`config.mk`:
```
export PLATFORM = sky130hd
export DESIGN_NAME = ebcrdy_seq
export DESIGN_NICKNAME = d
export VERILOG_FILES = /design/src/logic/ebcrdy_pkg.sv /design/src/logic/ebcrdy_ready_sync.sv /design/src/logic/ebcrdy_seq.sv
export SDC_FILE = /design/constraint.sdc
export NUM_CORES = 1
export LEC_CHECK = 0
export ABC_AREA = 1
export BUFFER_PORTS_ARGS = -buffer_cell sky130_fd_sc_hd__buf_2
export CORE_AREA = 2 2 110 192
export DETAILED_ROUTE_END_ITERATION = 12
export DIE_AREA = 0 0 112 194
export PLACE_DENSITY_LB_ADDON = 0.3
export SLEW_MARGIN = 10
export SYNTH_ARGS = -nofsm -noshare
export SYNTH_HDL_FRONTEND = slang
export SYNTH_SLANG_ARGS = --single-unit
```
`constraint.sdc`:
```
create_clock -name ref_clk -period 3.7 [get_ports ref_clk]
set_clock_uncertainty 0.2 [all_clocks]
set_input_delay 0.74 -clock ref_clk [delete_from_list [all_inputs] [get_ports ref_clk]]
set_output_delay 0.74 -clock ref_clk [all_outputs]
set_load 0.03 [all_outputs]
```
`src/logic/ebcrdy_pkg.sv`:
```
// Package: constants and types for the external bus cycle sequencer
// =====================================================================
package ebcrdy_pkg;

  // =====================================================================
  // Phase encodings and limits
  localparam int PH_AB_MAX = 5;
  localparam int PH_C_MAX = 3;
  localparam int PH_D_MAX = 1;
  localparam int PH_E_MAX = 32;
  localparam int PH_F_MAX = 3;
  localparam int CNT_W = 6;
  localparam int NUM_CS = 4;
  localparam int CS_W = 2;
  localparam int ADDR_W = 24;
  localparam int DATA_W = 16;
  // Per-region timing word field positions
  localparam int F_AB_LO = 0;   // 3 bits: address setup phase length
  localparam int F_C_LO = 3;    // 2 bits: command delay phase
  localparam int F_D_LO = 5;    // 1 bit: write data lead phase
  localparam int F_E_LO = 6;    // 5 bits: access phase length minus one
  localparam int F_F_LO = 11;   // 2 bits: recovery phase
  localparam int F_RDYEN = 13;  // Handshake enable
  localparam int F_RDYPOL = 14; // 1: ready is high
  localparam int F_ASYNC = 15;  // Asynchronous handshake
  localparam int F_MUX = 16;    // Multiplexed bus
  localparam int TIMING_W = 17;
  // Minimum spacing of bus transitions
  localparam real MIN_TRANS_NS = 12.5;
  localparam real CLK_PERIOD_NS = 100.0;
  localparam int MIN_TRANS_CYC = (MIN_TRANS_NS / CLK_PERIOD_NS) > 1.0 ? 2 : 1;
  // Reset values
  localparam logic [ADDR_W-1:0] ADDR_RST = 24'h000000;
  localparam logic [DATA_W-1:0] DATA_RST = 16'h0000;

  typedef enum logic [6:0] {
    ST_IDLE = 7'h01,
    ST_AB = 7'h02,
    ST_C = 7'h04,
    ST_D = 7'h08,
    ST_E = 7'h10,
    ST_RDY = 7'h20,
    ST_F = 7'h40
  } ebcrdy_state_t;

endpackage

```
`src/logic/ebcrdy_ready_sync.sv`:
```
// Ready input front end: pin synchroniser and polarity/mode selection
`timescale 1ns/1ps
module ebcrdy_ready_sync (
  input wire logic ref_clk,   // System clock
  input wire logic rst_b,     // Synchronous reset, active low
  input wire logic readyPin,  // Raw ready pin
  input wire logic polHigh,   // 1: high means ready
  input wire logic asyncMode, // 1: asynchronous handshake
  output logic readyOk        // Qualified ready level
);
  logic s1_r;
  logic s2_r;
  logic s3_r;
  wire logic syncLvl;
  wire logic asyncLvl;

  // =====================================================================
  // Two stages for every pin; async adds a third stage, one waitstate
  always_ff @(posedge ref_clk) begin
    if (!rst_b) begin
      s1_r <= 1'b0;
      s2_r <= 1'b0;
      s3_r <= 1'b0;
    end else begin
      s1_r <= readyPin;
      s2_r <= s1_r;
      s3_r <= s2_r;
    end
  end

  // Polarity applied after the flops, first flop stays private
  assign syncLvl = s2_r ~^ polHigh;
  assign asyncLvl = s3_r ~^ polHigh;
  assign readyOk = asyncMode ? asyncLvl : syncLvl;
endmodule // ebcrdy_ready_sync

```
`src/logic/ebcrdy_seq.sv`:
```
// External bus cycle sequencer with ready handshake
`timescale 1ns/1ps
module ebcrdy_seq
  import ebcrdy_pkg::*;
#(
  parameter int NCS = NUM_CS
) (
  input wire logic ref_clk,                        // System clock, 10 MHz
  input wire logic rst_b,                          // Synchronous reset, active low
  input wire logic reqValid,                       // Access request
  input wire logic reqWrite,                       // 1: write
  input wire logic [CS_W-1:0] reqCs,               // Decoded region
  input wire logic [ADDR_W-1:0] reqAddr,           // Access address
  input wire logic [DATA_W-1:0] reqWdata,          // Write data
  input wire logic [NCS*TIMING_W-1:0] csTiming,    // Per-region timing words
  input wire logic readyPin,                       // Ready handshake pin
  input wire logic [DATA_W-1:0] dataIn,            // Read data pins (demux)
  input wire logic [DATA_W-1:0] adIn,              // Shared lines input (mux)
  output logic reqReady_r,                         // Request taken
  output logic done_r,                             // Cycle end pulse
  output logic [DATA_W-1:0] rdata_r,               // Captured read data
  output logic [ADDR_W-1:0] addrOut_r,             // Address lines
  output logic [DATA_W-1:0] dataOut_r,             // Demux write data
  output logic dataOe_r,                           // Demux data enable
  output logic [DATA_W-1:0] adOut_r,               // Shared lines output
  output logic adOe_r,                             // Shared lines enable
  output logic aleOut_r,                           // Address latch enable
  output logic rdN_r,                              // Read strobe, active low
  output logic wrN_r,                              // Write strobe, active low
  output logic [NCS-1:0] csN_r,                    // Chip selects, active low
  output logic busRefClkOut                        // Reference clock output
);

  // =====================================================================
  // Field extraction of a timing word
  function automatic logic [CNT_W-1:0] fld(input logic [TIMING_W-1:0] w, input int lo,
                                           input int wd);
    logic [CNT_W-1:0] v;
    v = '0;
    for (int i = 0; i < wd; i++) v[i] = w[lo+i];
    return v;
  endfunction

  ebcrdy_state_t state_r;
  ebcrdy_state_t state_nxt;
  logic [CNT_W-1:0] cnt_r;
  logic [CNT_W-1:0] cnt_nxt;
  logic [TIMING_W-1:0] tim_r;
  logic write_r;
  logic [CS_W-1:0] cs_r;
  logic [DATA_W-1:0] wdata_r;
  logic [ADDR_W-1:0] addrHold_r;
  logic [DATA_W-1:0] dIn1_r;
  logic [DATA_W-1:0] dIn2_r;
  logic [DATA_W-1:0] ad1_r;
  logic [DATA_W-1:0] ad2_r;
  logic rdyStrobe_r;
  wire logic readyOk;
  wire logic [TIMING_W-1:0] reqTim;
  wire logic [CNT_W-1:0] lenAB;
  wire logic [CNT_W-1:0] lenC;
  wire logic [CNT_W-1:0] lenD;
  wire logic [CNT_W-1:0] lenE;
  wire logic [CNT_W-1:0] lenF;
  wire logic rdyEn;
  wire logic muxMode;
  wire logic lastCnt;
  wire logic readEnd;

  // =====================================================================
  // Decode of the selected region timing
  assign reqTim = csTiming[reqCs*TIMING_W +: TIMING_W];
  assign lenAB = fld(tim_r, F_AB_LO, 3);
  assign lenC = fld(tim_r, F_C_LO, 2);
  assign lenD = fld(tim_r, F_D_LO, 1);
  assign lenE = fld(tim_r, F_E_LO, 5) + CNT_W'(1);
  assign lenF = fld(tim_r, F_F_LO, 2);
  assign rdyEn = tim_r[F_RDYEN];
  assign muxMode = tim_r[F_MUX];
  assign lastCnt = (cnt_r == CNT_W'(1));
  // Ready only counts in the handshake wait state, after mandatory waitstates
  assign readEnd = !write_r && ((state_r == ST_E && lastCnt && !rdyEn)
                   || (state_r == ST_RDY && readyOk));

  ebcrdy_ready_sync u_sync (
    .ref_clk(ref_clk),
    .rst_b(rst_b),
    .readyPin(readyPin),
    .polHigh(tim_r[F_RDYPOL]),
    .asyncMode(tim_r[F_ASYNC]),
    .readyOk(readyOk)
  );

  // Reference clock is the system clock itself
  assign busRefClkOut = ref_clk;

  // =====================================================================
  // Phase sequencing; zero-length C, D and F phases are skipped, a zero AB length still takes one cycle
  always_comb begin
    state_nxt = state_r;
    cnt_nxt = cnt_r;
    case (state_r)
      ST_IDLE: begin
        if (reqValid && reqReady_r) begin
          state_nxt = ST_AB;
          cnt_nxt = fld(reqTim, F_AB_LO, 3);
          if (cnt_nxt == '0) cnt_nxt = CNT_W'(1);
        end
      end
      ST_AB: begin
        if (lastCnt) begin
          if (lenC != '0) begin
            state_nxt = ST_C;
            cnt_nxt = lenC;
          end else if (lenD != '0) begin
            state_nxt = ST_D;
            cnt_nxt = lenD;
          end else begin
            state_nxt = ST_E;
            cnt_nxt = lenE;
          end
        end else cnt_nxt = cnt_r - CNT_W'(1);
      end
      ST_C: begin
        if (lastCnt) begin
          if (lenD != '0) begin
            state_nxt = ST_D;
            cnt_nxt = lenD;
          end else begin
            state_nxt = ST_E;
            cnt_nxt = lenE;
          end
        end else cnt_nxt = cnt_r - CNT_W'(1);
      end
      ST_D: begin
        state_nxt = ST_E;
        cnt_nxt = lenE;
      end
      ST_E: begin
        if (lastCnt) begin
          if (rdyEn) state_nxt = ST_RDY;
          else if (lenF != '0) begin
            state_nxt = ST_F;
            cnt_nxt = lenF;
          end else state_nxt = ST_IDLE;
        end else cnt_nxt = cnt_r - CNT_W'(1);
      end
      ST_RDY: begin
        if (readyOk) begin
          if (lenF != '0) begin
            state_nxt = ST_F;
            cnt_nxt = lenF;
          end else state_nxt = ST_IDLE;
        end
      end
      ST_F: begin
        if (lastCnt) state_nxt = ST_IDLE;
        else cnt_nxt = cnt_r - CNT_W'(1);
      end
      default: state_nxt = ST_IDLE;
    endcase
  end

  wire logic cmdEnd = (state_r == ST_E && lastCnt && !rdyEn) || (state_r == ST_RDY && readyOk);
  wire logic toIdle = (state_nxt == ST_IDLE) && (state_r != ST_IDLE);
  wire logic start = (state_r == ST_IDLE) && reqValid && reqReady_r;
  wire logic cmdOn = (state_nxt == ST_E || state_nxt == ST_RDY);

  // =====================================================================
  // State, counter and latched request
  always_ff @(posedge ref_clk) begin
    if (!rst_b) begin
      state_r <= ST_IDLE;
      cnt_r <= '0;
      tim_r <= '0;
      write_r <= 1'b0;
      cs_r <= '0;
      wdata_r <= DATA_RST;
      addrHold_r <= ADDR_RST;
    end else begin
      state_r <= state_nxt;
      cnt_r <= cnt_nxt;
      if (start) begin
        tim_r <= reqTim;
        write_r <= reqWrite;
        cs_r <= reqCs;
        wdata_r <= reqWdata;
        addrHold_r <= reqAddr;
      end
    end
  end

  // Read input pins pass two flops before any use
  always_ff @(posedge ref_clk) begin
    if (!rst_b) begin
      dIn1_r <= DATA_RST;
      dIn2_r <= DATA_RST;
      ad1_r <= DATA_RST;
      ad2_r <= DATA_RST;
    end else begin
      dIn1_r <= dataIn;
      dIn2_r <= dIn1_r;
      ad1_r <= adIn;
      ad2_r <= ad1_r;
    end
  end

  // =====================================================================
  // Bus outputs; strobes and read capture share one edge
  always_ff @(posedge ref_clk) begin
    if (!rst_b) begin
      reqReady_r <= 1'b1;
      done_r <= 1'b0;
      rdata_r <= DATA_RST;
      addrOut_r <= ADDR_RST;
      dataOut_r <= DATA_RST;
      dataOe_r <= 1'b0;
      adOut_r <= DATA_RST;
      adOe_r <= 1'b0;
      aleOut_r <= 1'b0;
      rdN_r <= 1'b1;
      wrN_r <= 1'b1;
      csN_r <= '1;
      rdyStrobe_r <= 1'b0;
    end else begin
      reqReady_r <= (state_nxt == ST_IDLE) && !start;
      done_r <= toIdle;
      rdyStrobe_r <= cmdEnd;
      // Capture uses the two-flop delayed copy so an early address move cannot hurt
      if (readEnd) rdata_r <= muxMode ? ad2_r : dIn2_r;
      if (start) begin
        addrOut_r <= reqAddr;
        csN_r <= ~(NCS'(1) << reqCs);
        aleOut_r <= reqTim[F_MUX];
        adOut_r <= reqAddr[DATA_W-1:0];
        adOe_r <= reqTim[F_MUX];
      end else if (state_r == ST_AB && lastCnt) begin
        aleOut_r <= 1'b0;
        // Mux read releases lines; write puts data on them
        adOut_r <= wdata_r;
        adOe_r <= muxMode && write_r;
        dataOut_r <= wdata_r;
        dataOe_r <= !muxMode && write_r;
      end else if (toIdle) begin
        csN_r <= '1;
        adOe_r <= 1'b0;
        dataOe_r <= 1'b0;
      end
      // Strobes are flops, so their edges always sit a full clock apart
      rdN_r <= !(cmdOn && !write_r) || (state_r == ST_IDLE && !start) || cmdEnd;
      wrN_r <= !(cmdOn && write_r) || (state_r == ST_IDLE && !start) || cmdEnd;
    end
  end

  // =====================================================================
  // Checks
  a_phase_order: assert property (@(posedge ref_clk) disable iff (!rst_b)
    state_r == ST_IDLE && state_nxt != ST_IDLE |=> state_r == ST_AB)
    else $error("cycle did not start with address phase");
  a_ready_ends: assert property (@(posedge ref_clk) disable iff (!rst_b)
    state_r == ST_RDY && readyOk |=> state_r != ST_RDY)
    else $error("ready active did not end wait");
  a_ready_waits: assert property (@(posedge ref_clk) disable iff (!rst_b)
    state_r == ST_RDY && !readyOk |=> state_r == ST_RDY)
    else $error("ready inactive did not insert waitstate");
  a_fixed_access: assert property (@(posedge ref_clk) disable iff (!rst_b)
    state_r == ST_E && lastCnt && !rdyEn |=> state_r != ST_E && state_r != ST_RDY)
    else $error("access phase overran without handshake");
  a_no_early_rdy: assert property (@(posedge ref_clk) disable iff (!rst_b)
    state_r == ST_E && !lastCnt |=> state_r == ST_E)
    else $error("ready considered before access waitstates");
  a_read_capture: assert property (@(posedge ref_clk) disable iff (!rst_b)
    readEnd |=> rdata_r == (muxMode ? $past(ad2_r) : $past(dIn2_r)))
    else $error("read data not captured at strobe end");
  a_strobe_rise: assert property (@(posedge ref_clk) disable iff (!rst_b)
    readEnd |=> rdN_r)
    else $error("read strobe not raised with capture");
  a_timing_hold: assert property (@(posedge ref_clk) disable iff (!rst_b)
    state_r != ST_IDLE && !start |=> $stable(tim_r))
    else $error("timing set changed mid cycle");
  a_idle_cs: assert property (@(posedge ref_clk) disable iff (!rst_b)
    done_r |-> csN_r == '1)
    else $error("chip select active after cycle end");
  // Latched copies must match what stands on the pins for the whole cycle
  a_cs_hold: assert property (@(posedge ref_clk) disable iff (!rst_b)
    state_r != ST_IDLE |-> csN_r == NCS'(~(NCS'(1) << cs_r)))
    else $error("chip select differs from latched region");
  a_addr_hold: assert property (@(posedge ref_clk) disable iff (!rst_b)
    state_r != ST_IDLE |-> addrOut_r == addrHold_r)
    else $error("address moved during cycle");
  a_strobe_end: assert property (@(posedge ref_clk) disable iff (!rst_b)
    rdyStrobe_r |-> rdN_r && wrN_r)
    else $error("strobe still low after cycle end");
  a_access_range: assert property (@(posedge ref_clk) disable iff (!rst_b)
    state_r == ST_E |-> cnt_r >= CNT_W'(1) && cnt_r <= CNT_W'(PH_E_MAX))
    else $error("access phase count out of range");
  c_read: cover property (@(posedge ref_clk) disable iff (!rst_b) readEnd);
  c_write: cover property (@(posedge ref_clk) disable iff (!rst_b)
    cmdEnd && write_r);
  c_wait: cover property (@(posedge ref_clk) disable iff (!rst_b)
    state_r == ST_RDY && !readyOk);
  c_async: cover property (@(posedge ref_clk) disable iff (!rst_b)
    state_r == ST_RDY && tim_r[F_ASYNC] && readyOk);

endmodule // ebcrdy_seq

```
==> results of run 1 <==
[power breakdown]
group	switching, mW	internal (mW)	leakage, nW
clock network	0.847	1.11	0.312
registers	0.219	2.43	1.59
logic	1.50	0.650	3.01
[sequential cells by signal (all words and copies together), names as in the netlist, 4 cells and up]
register,cells
csN_r,4
tim_r,14
state_r,7
dIn1_r,16
wdata_r,16
adOut_r,16
cnt_r,6
ad2_r,16
dIn2_r,16
addrOut_r,24
ad1_r,16
rdata_r,16
dataOut_r,16
[worst reg2reg max path, cell delays in order, from the launching register on]
cell and delay [ps]:
dfxtp_1 330, inv_1 100, ha_1 180, nand3_1 430
nor3_1 330, nor2_1 100, nor2_4 250, nand2_1 170
nor2_1 120, nor2_1 50, nor2_1 70
[per-layer routing]
layer / part of all wire, % / global-route usage, % / vias to the layer above
li1: - / - / 3726
met1: 37 / 21.7 / 3351
met2: 53 / 36.5 / 208
met3: 5.9 / 6.25 / 43
met4: 3.3 / 10.7 / 0
met5: 0 / 0 / -
[synthesized netlist by cell type (2+ instances only)]
| cell type | n |
|---|---|
| nand2_2 | 9 |
| buf_4 | 5 |
| a22oi_1 | 27 |
| nand2_4 | 2 |
| buf_2 | 15 |
| a21oi_1 | 51 |
| a21oi_2 | 15 |
| ha_1 | 3 |
| inv_1 | 111 |
| nor3_1 | 2 |
| o21ai_1 | 18 |
| nor2_2 | 3 |
| nor2_1 | 92 |
| nand2_1 | 256 |
| clkbuf_1 | 28 |
| dfxtp_1 | 194 |
| nand3_1 | 40 |
| buf_1 | 3 |
| o21ai_0 | 60 |
| nor2_4 | 9 |
| nand4_1 | 13 |
| xor2_1 | 5 |
| a31oi_1 | 29 |
| inv_2 | 6 |
| mux2i_1 | 16 |
[cell families after synthesis]
kind of cell	synth area share, %
muxes	2.02
DFF	49.0
AOI/OAI and AO/OA	15.4
and+or+nand+nor	23.3
adders and majority gates	0.473
buffers and inverters	9.21
xor gates and xnor gates	0.552
[final timing paths]
path / slack, ps / cells past startpoint / to / from
worst min-delay path: 160 / 3 / ad1_r[9]$_SDFF_PN0_ / adIn[9]
worst max-delay path: 500 / 3 / busRefClkOut / ref_clk
worst max register to register: 1310 / 10 / adOe_r$_SDFFE_PN0P_ / cnt_r[1]$_SDFFE_PN0P_
worst min register to register: 200 / 2 / ad2_r[14]$_SDFF_PN0_ / ad1_r[14]$_SDFF_PN0_
[final cells by class]
cell class | instances | area (µm²)
fill | 2091 | 10300
sequential | 194 | 3880
multi-input combinational | 661 | 3320
timing repair buffer | 239 | 1250
clock buffer | 25 | 541
inverter | 119 | 450
tap | 248 | 310
clock inverter | 9 | 98.8
antenna | 3 | 7.51
==> flow_summary.toml, run 1 <==
[detailed_routing]
wl_per_cell_um = 14.7
first_pass_iters = 5
wl_um = 22000
vias = 7328
drt_iter0_markers = 384
drc_errors = 0
ant_nets = 0
viasPerCell = 4.89

[cells_and_area]
design_area_um2 = 9860
mostFrequentLayoutCells = "256 x nand2_1, 229 x buf_2, 194 x dfxtp_1"
area_delta_synth_final_pct = 24.3
fin_util_pct = 48.8
layoutNonFillerInstCount = 1498
layout-drive-gt1-share_pct = 25.9
finalNetCount = 1386
layout_commonest_cell = "nand2_1"

[power_and_ir_drop]
total_power_mw = 6.76
p_per_area_nw_per_um2 = 686
vdd_drop_max_uv = 631
power_leakage_nw = 4.91

[timing]
drv_slew = 0
relSlewSlack_pct = 58.9
worst_pin_slew_ps = 614
finalSetupTns_ps = 0
grt_setup_unrepaired = "no"
layout_setup_ws_ps = 496
hold_viol_final = 0
whs_ps = 164
setup_violations = 0

[setup_path]
worst-path-max-fanout = 2
critPathLaunchType = "clock port"
crit_buf_inv = 3
path_common_cell = "clkbuf_16"
endpoint_kind = "output pin"
arrival_ps = 2260
critPathTopFamily = "buffers and inverters"
slowest_stage = "buf_2"
crit_path_cell_trace = "clkbuf_16 > clkbuf_16 > buf_2"
required_ps = 2760
slowest_delay_ps = 170
path_class = "clock port to output pin"

[run]
maxCapViolCount = 0

[placed_design]
pre_cts_ws_ps = 756
numPortBuffers = 230
dp_hpwl_um = 15800
placed_area_um2 = 9210
gp_congestion = 0.920
dp.cells = 1462

[synth]
avgSynthCellArea_um2 = 7.71
synth_edf_count = 0
syn_area_um2 = 7930
synth_cell_types = 42
ys_ff_latch = 194
netlist_instances = 1029
async_flop_share_pct = 0
synth-seq-area-share_pct = 49.0
synth_top_area_cell = "dfxtp_1"
synth.top_cell.area_share_pct = 49.0
yosysWarnings = 0
syn_nets = 1179
synthTopCellsByArea = "dfxtp_1 49%, nand2_1 12%, inv_1 5.3%, nor2_1 4.4%, o21ai_0 3.8%"
ys.flop_type = "dfxtp_1"

[grt]
grt_pass1_vias = 7021
antenna_found_initial = 3
track_usage_pct = 20.6
grt_overflow_total = 0
grt_max_degree = 148
grt_pass1_wl_um = 35200

[floorplan]
die_w_um = 112
die_h_um = 194
num_rows = 69
dieArea_um2 = 21700
ios = 231
core-area_um2 = 20200
start_util_pct = 39.3

[clocking]
ctsHoldBuffers = 0
insertion_delay_ps = 550
cts_resized = 0
path_clk_slew_ps = 70
post_cts_buffers = 0
cts_tree = "done"

[status]
status = "complete, no violations"

[worst_hold_path]
hp-class = "input pin to flop"
(Power assumes the default switching activity.)
==> run 2: changes to the inputs <==
Settings changed: CORE_AREA 2 2 110 192 to 2 2 109 190, DIE_AREA 0 0 112 194 to 0 0 111 192, SYNTH_HIERARCHICAL set to 1.
==> run 2 against run 1 <==
Clock power up 16%. Via count decreased by 1.6%. Worst hold slack improved by 17 ps. Synthesized cell count shrank 3.1%.
==> flow_summary.toml, run 2 <==
[grt]
grt_pass1_vias = 7096
grt_pass1_wl_um = 35500
grt_overflow_total = 0
grt_max_degree = 73
track_usage_pct = 20.9
antenna_found_initial = 3

[setup_path]
path_common_cell = "clkbuf_16"
path_class = "clock port to output pin"
required_ps = 2760
endpoint_kind = "output pin"
crit_path_cell_trace = "clkbuf_16 > clkbuf_16 > buf_2"
critPathLaunchType = "clock port"
slowest_delay_ps = 170
worst-path-max-fanout = 2
slowest_stage = "buf_2"
arrival_ps = 2270

[timing]
setup_violations = 0
finalSetupTns_ps = 0
worst_pin_slew_ps = 1060
relSlewSlack_pct = 29.3
grt_setup_unrepaired = "no"
whs_ps = 180
hold_viol_final = 0
layout_setup_ws_ps = 494
drv_slew = 0

[worst_hold_path]
hp-class = "input pin to flop"

[cells_and_area]
fillers = 1943
area_delta_synth_final_pct = 25.8
finalNetCount = 1358
layoutNonFillerInstCount = 1466
layout-drive-gt1-share_pct = 24.8
regMostFlops = "addrOut_r"
layout_commonest_cell = "nand2_1"
largest_reg_flops = 24
mostFrequentLayoutCells = "281 x nand2_1, 229 x buf_2, 194 x dfxtp_1"
fin_util_pct = 49.7

[floorplan]
dieArea_um2 = 21300
ios = 231
die_w_um = 111
num_rows = 68
die_h_um = 192
core-area_um2 = 19700
start_util_pct = 39.5

[clocking]
insertion_delay_ps = 540
path_clk_slew_ps = 70
cts_resized = 0
post_cts_buffers = 0
cts_tree = "done"
ctsHoldBuffers = 0

[synth]
syn_nets = 1147
ys.flop_type = "dfxtp_1"
netlist_instances = 997
synthMostInstantiatedCell = "nand2_1"
syn_area_um2 = 7760
synth_edf_count = 0
synth_common_cells = "281 x nand2_1, 194 x dfxtp_1, 110 x inv_1"
synth_cell_types = 39
yosysWarnings = 6
ys_ff_latch = 194
avgSynthCellArea_um2 = 7.78
synth.top_cell.area_share_pct = 50.0
synth_top_area_cell = "dfxtp_1"
async_flop_share_pct = 0
synthTopCellsByArea = "dfxtp_1 50%, nand2_1 14%, a21oi_1 5.4%, inv_1 5.3%, a22oi_1 2.6%"
synth-seq-area-share_pct = 50.0

[detailed_routing]
wl_um = 21900
wl_per_cell_um = 14.9
first_pass_iters = 5
vias = 7210
drt_iter0_markers = 320
drc_errors = 0
viasPerCell = 4.92
ant_nets = 0

[power_and_ir_drop]
vdd_drop_max_uv = 357
power_leakage_nw = 4.86
p_per_area_nw_per_um2 = 619

[placed_design]
dp.cells = 1431
dp_hpwl_um = 16200
numPortBuffers = 230
gp_congestion = 0.942
pre_cts_ws_ps = 756

[status]
status = "complete, no violations"

[run]
maxCapViolCount = 0
-- run 2: cell types whose count changed in the layout (fill, tap and decap cells not counted), moves of 6 or more --
cell,change
a21oi_1,+32
a21oi_2,-15
nand2_1,+25
nand2_2,-6
nand3_1,-11
nand3b_1,+8
nand4_1,-10
nor2_1,-39
o21ai_0,-24
o21ai_1,+10
-- run 2: area by class of cell --
| type | instances | area, µm² | area share [%] |
|---|---|---|---|
| timing repair buffer | 237 | 1210 | 12.4 |
| antenna | 2 | 5.00 | 0.0513 |
| clock buffer | 23 | 523 | 5.36 |
| multi-input combinational | 635 | 3160 | 32.4 |
| clock inverter | 11 | 224 | 2.29 |
| inverter | 119 | 452 | 4.63 |
| sequential | 194 | 3880 | 39.8 |
| tap | 245 | 307 | 3.14 |
-- run 2: cell families (layout without fill, tap and decap cells) --
kind of cell             count (synthesis)  count (layout)  synth area share, %
flip-flops                             194             194                 50.0
buffers and inverters                  168             390                 9.24
adder cells (fa/ha/maj)                  3               3                0.484
multiplexers                            16              16                 2.06
AO/OA/AOI/OAI                          213             213                 15.6
XOR/XNOR                                 6               6                0.677
other                                    0               2                    0
AND/OR/NAND/NOR                        397             397                 21.9
-- run 2: final timing paths --
kind | from | endpoint | slack, ps | cells past startpoint
worst min-delay path | dataIn[3] | dIn1_r[3]$_SDFF_PN0_ | 180 | 3
worst min register to register | dIn1_r[0]$_SDFF_PN0_ | dIn2_r[0]$_SDFF_PN0_ | 200 | 2
worst max register to register | cnt_r[0]$_SDFFE_PN0P_ | adOe_r$_SDFFE_PN0P_ | 1310 | 8
worst max-delay path | ref_clk | busRefClkOut | 490 | 3
-- run 2: power by group --
group          switching (mW)  leakage (nW)  internal (mW)  total (mW)
sequential              0.146          1.59           2.30        2.45
clock                   0.842         0.366           1.43        2.28
combinational           0.910          2.90          0.409        1.32
total                    1.90          4.86           4.14        6.04
-- run 2: stage by stage --
stage                     total power [mW]  area (µm²)
after floorplan                       3.47        7760
after global placement                3.83        9010
after detailed placement              3.84        9010
after CTS                             6.09        9760
after global routing                  6.36        9760
final                                 6.04        9760
-- run 2: critical path: cells and delay by family --
| kind | cells | cell delay (ps) |
|---|---|---|
| buffers and inverters | 3 | 420 |
-- run 2: metal layers --
layer  global-route usage [%]  up-vias  wire length, µm
li1                         -     3637                -
met1                     23.5     3284             8690
met2                     35.1      228            10900
met3                     5.14       61             1160
met4                     14.1        0             1090
met5                        0        -                0
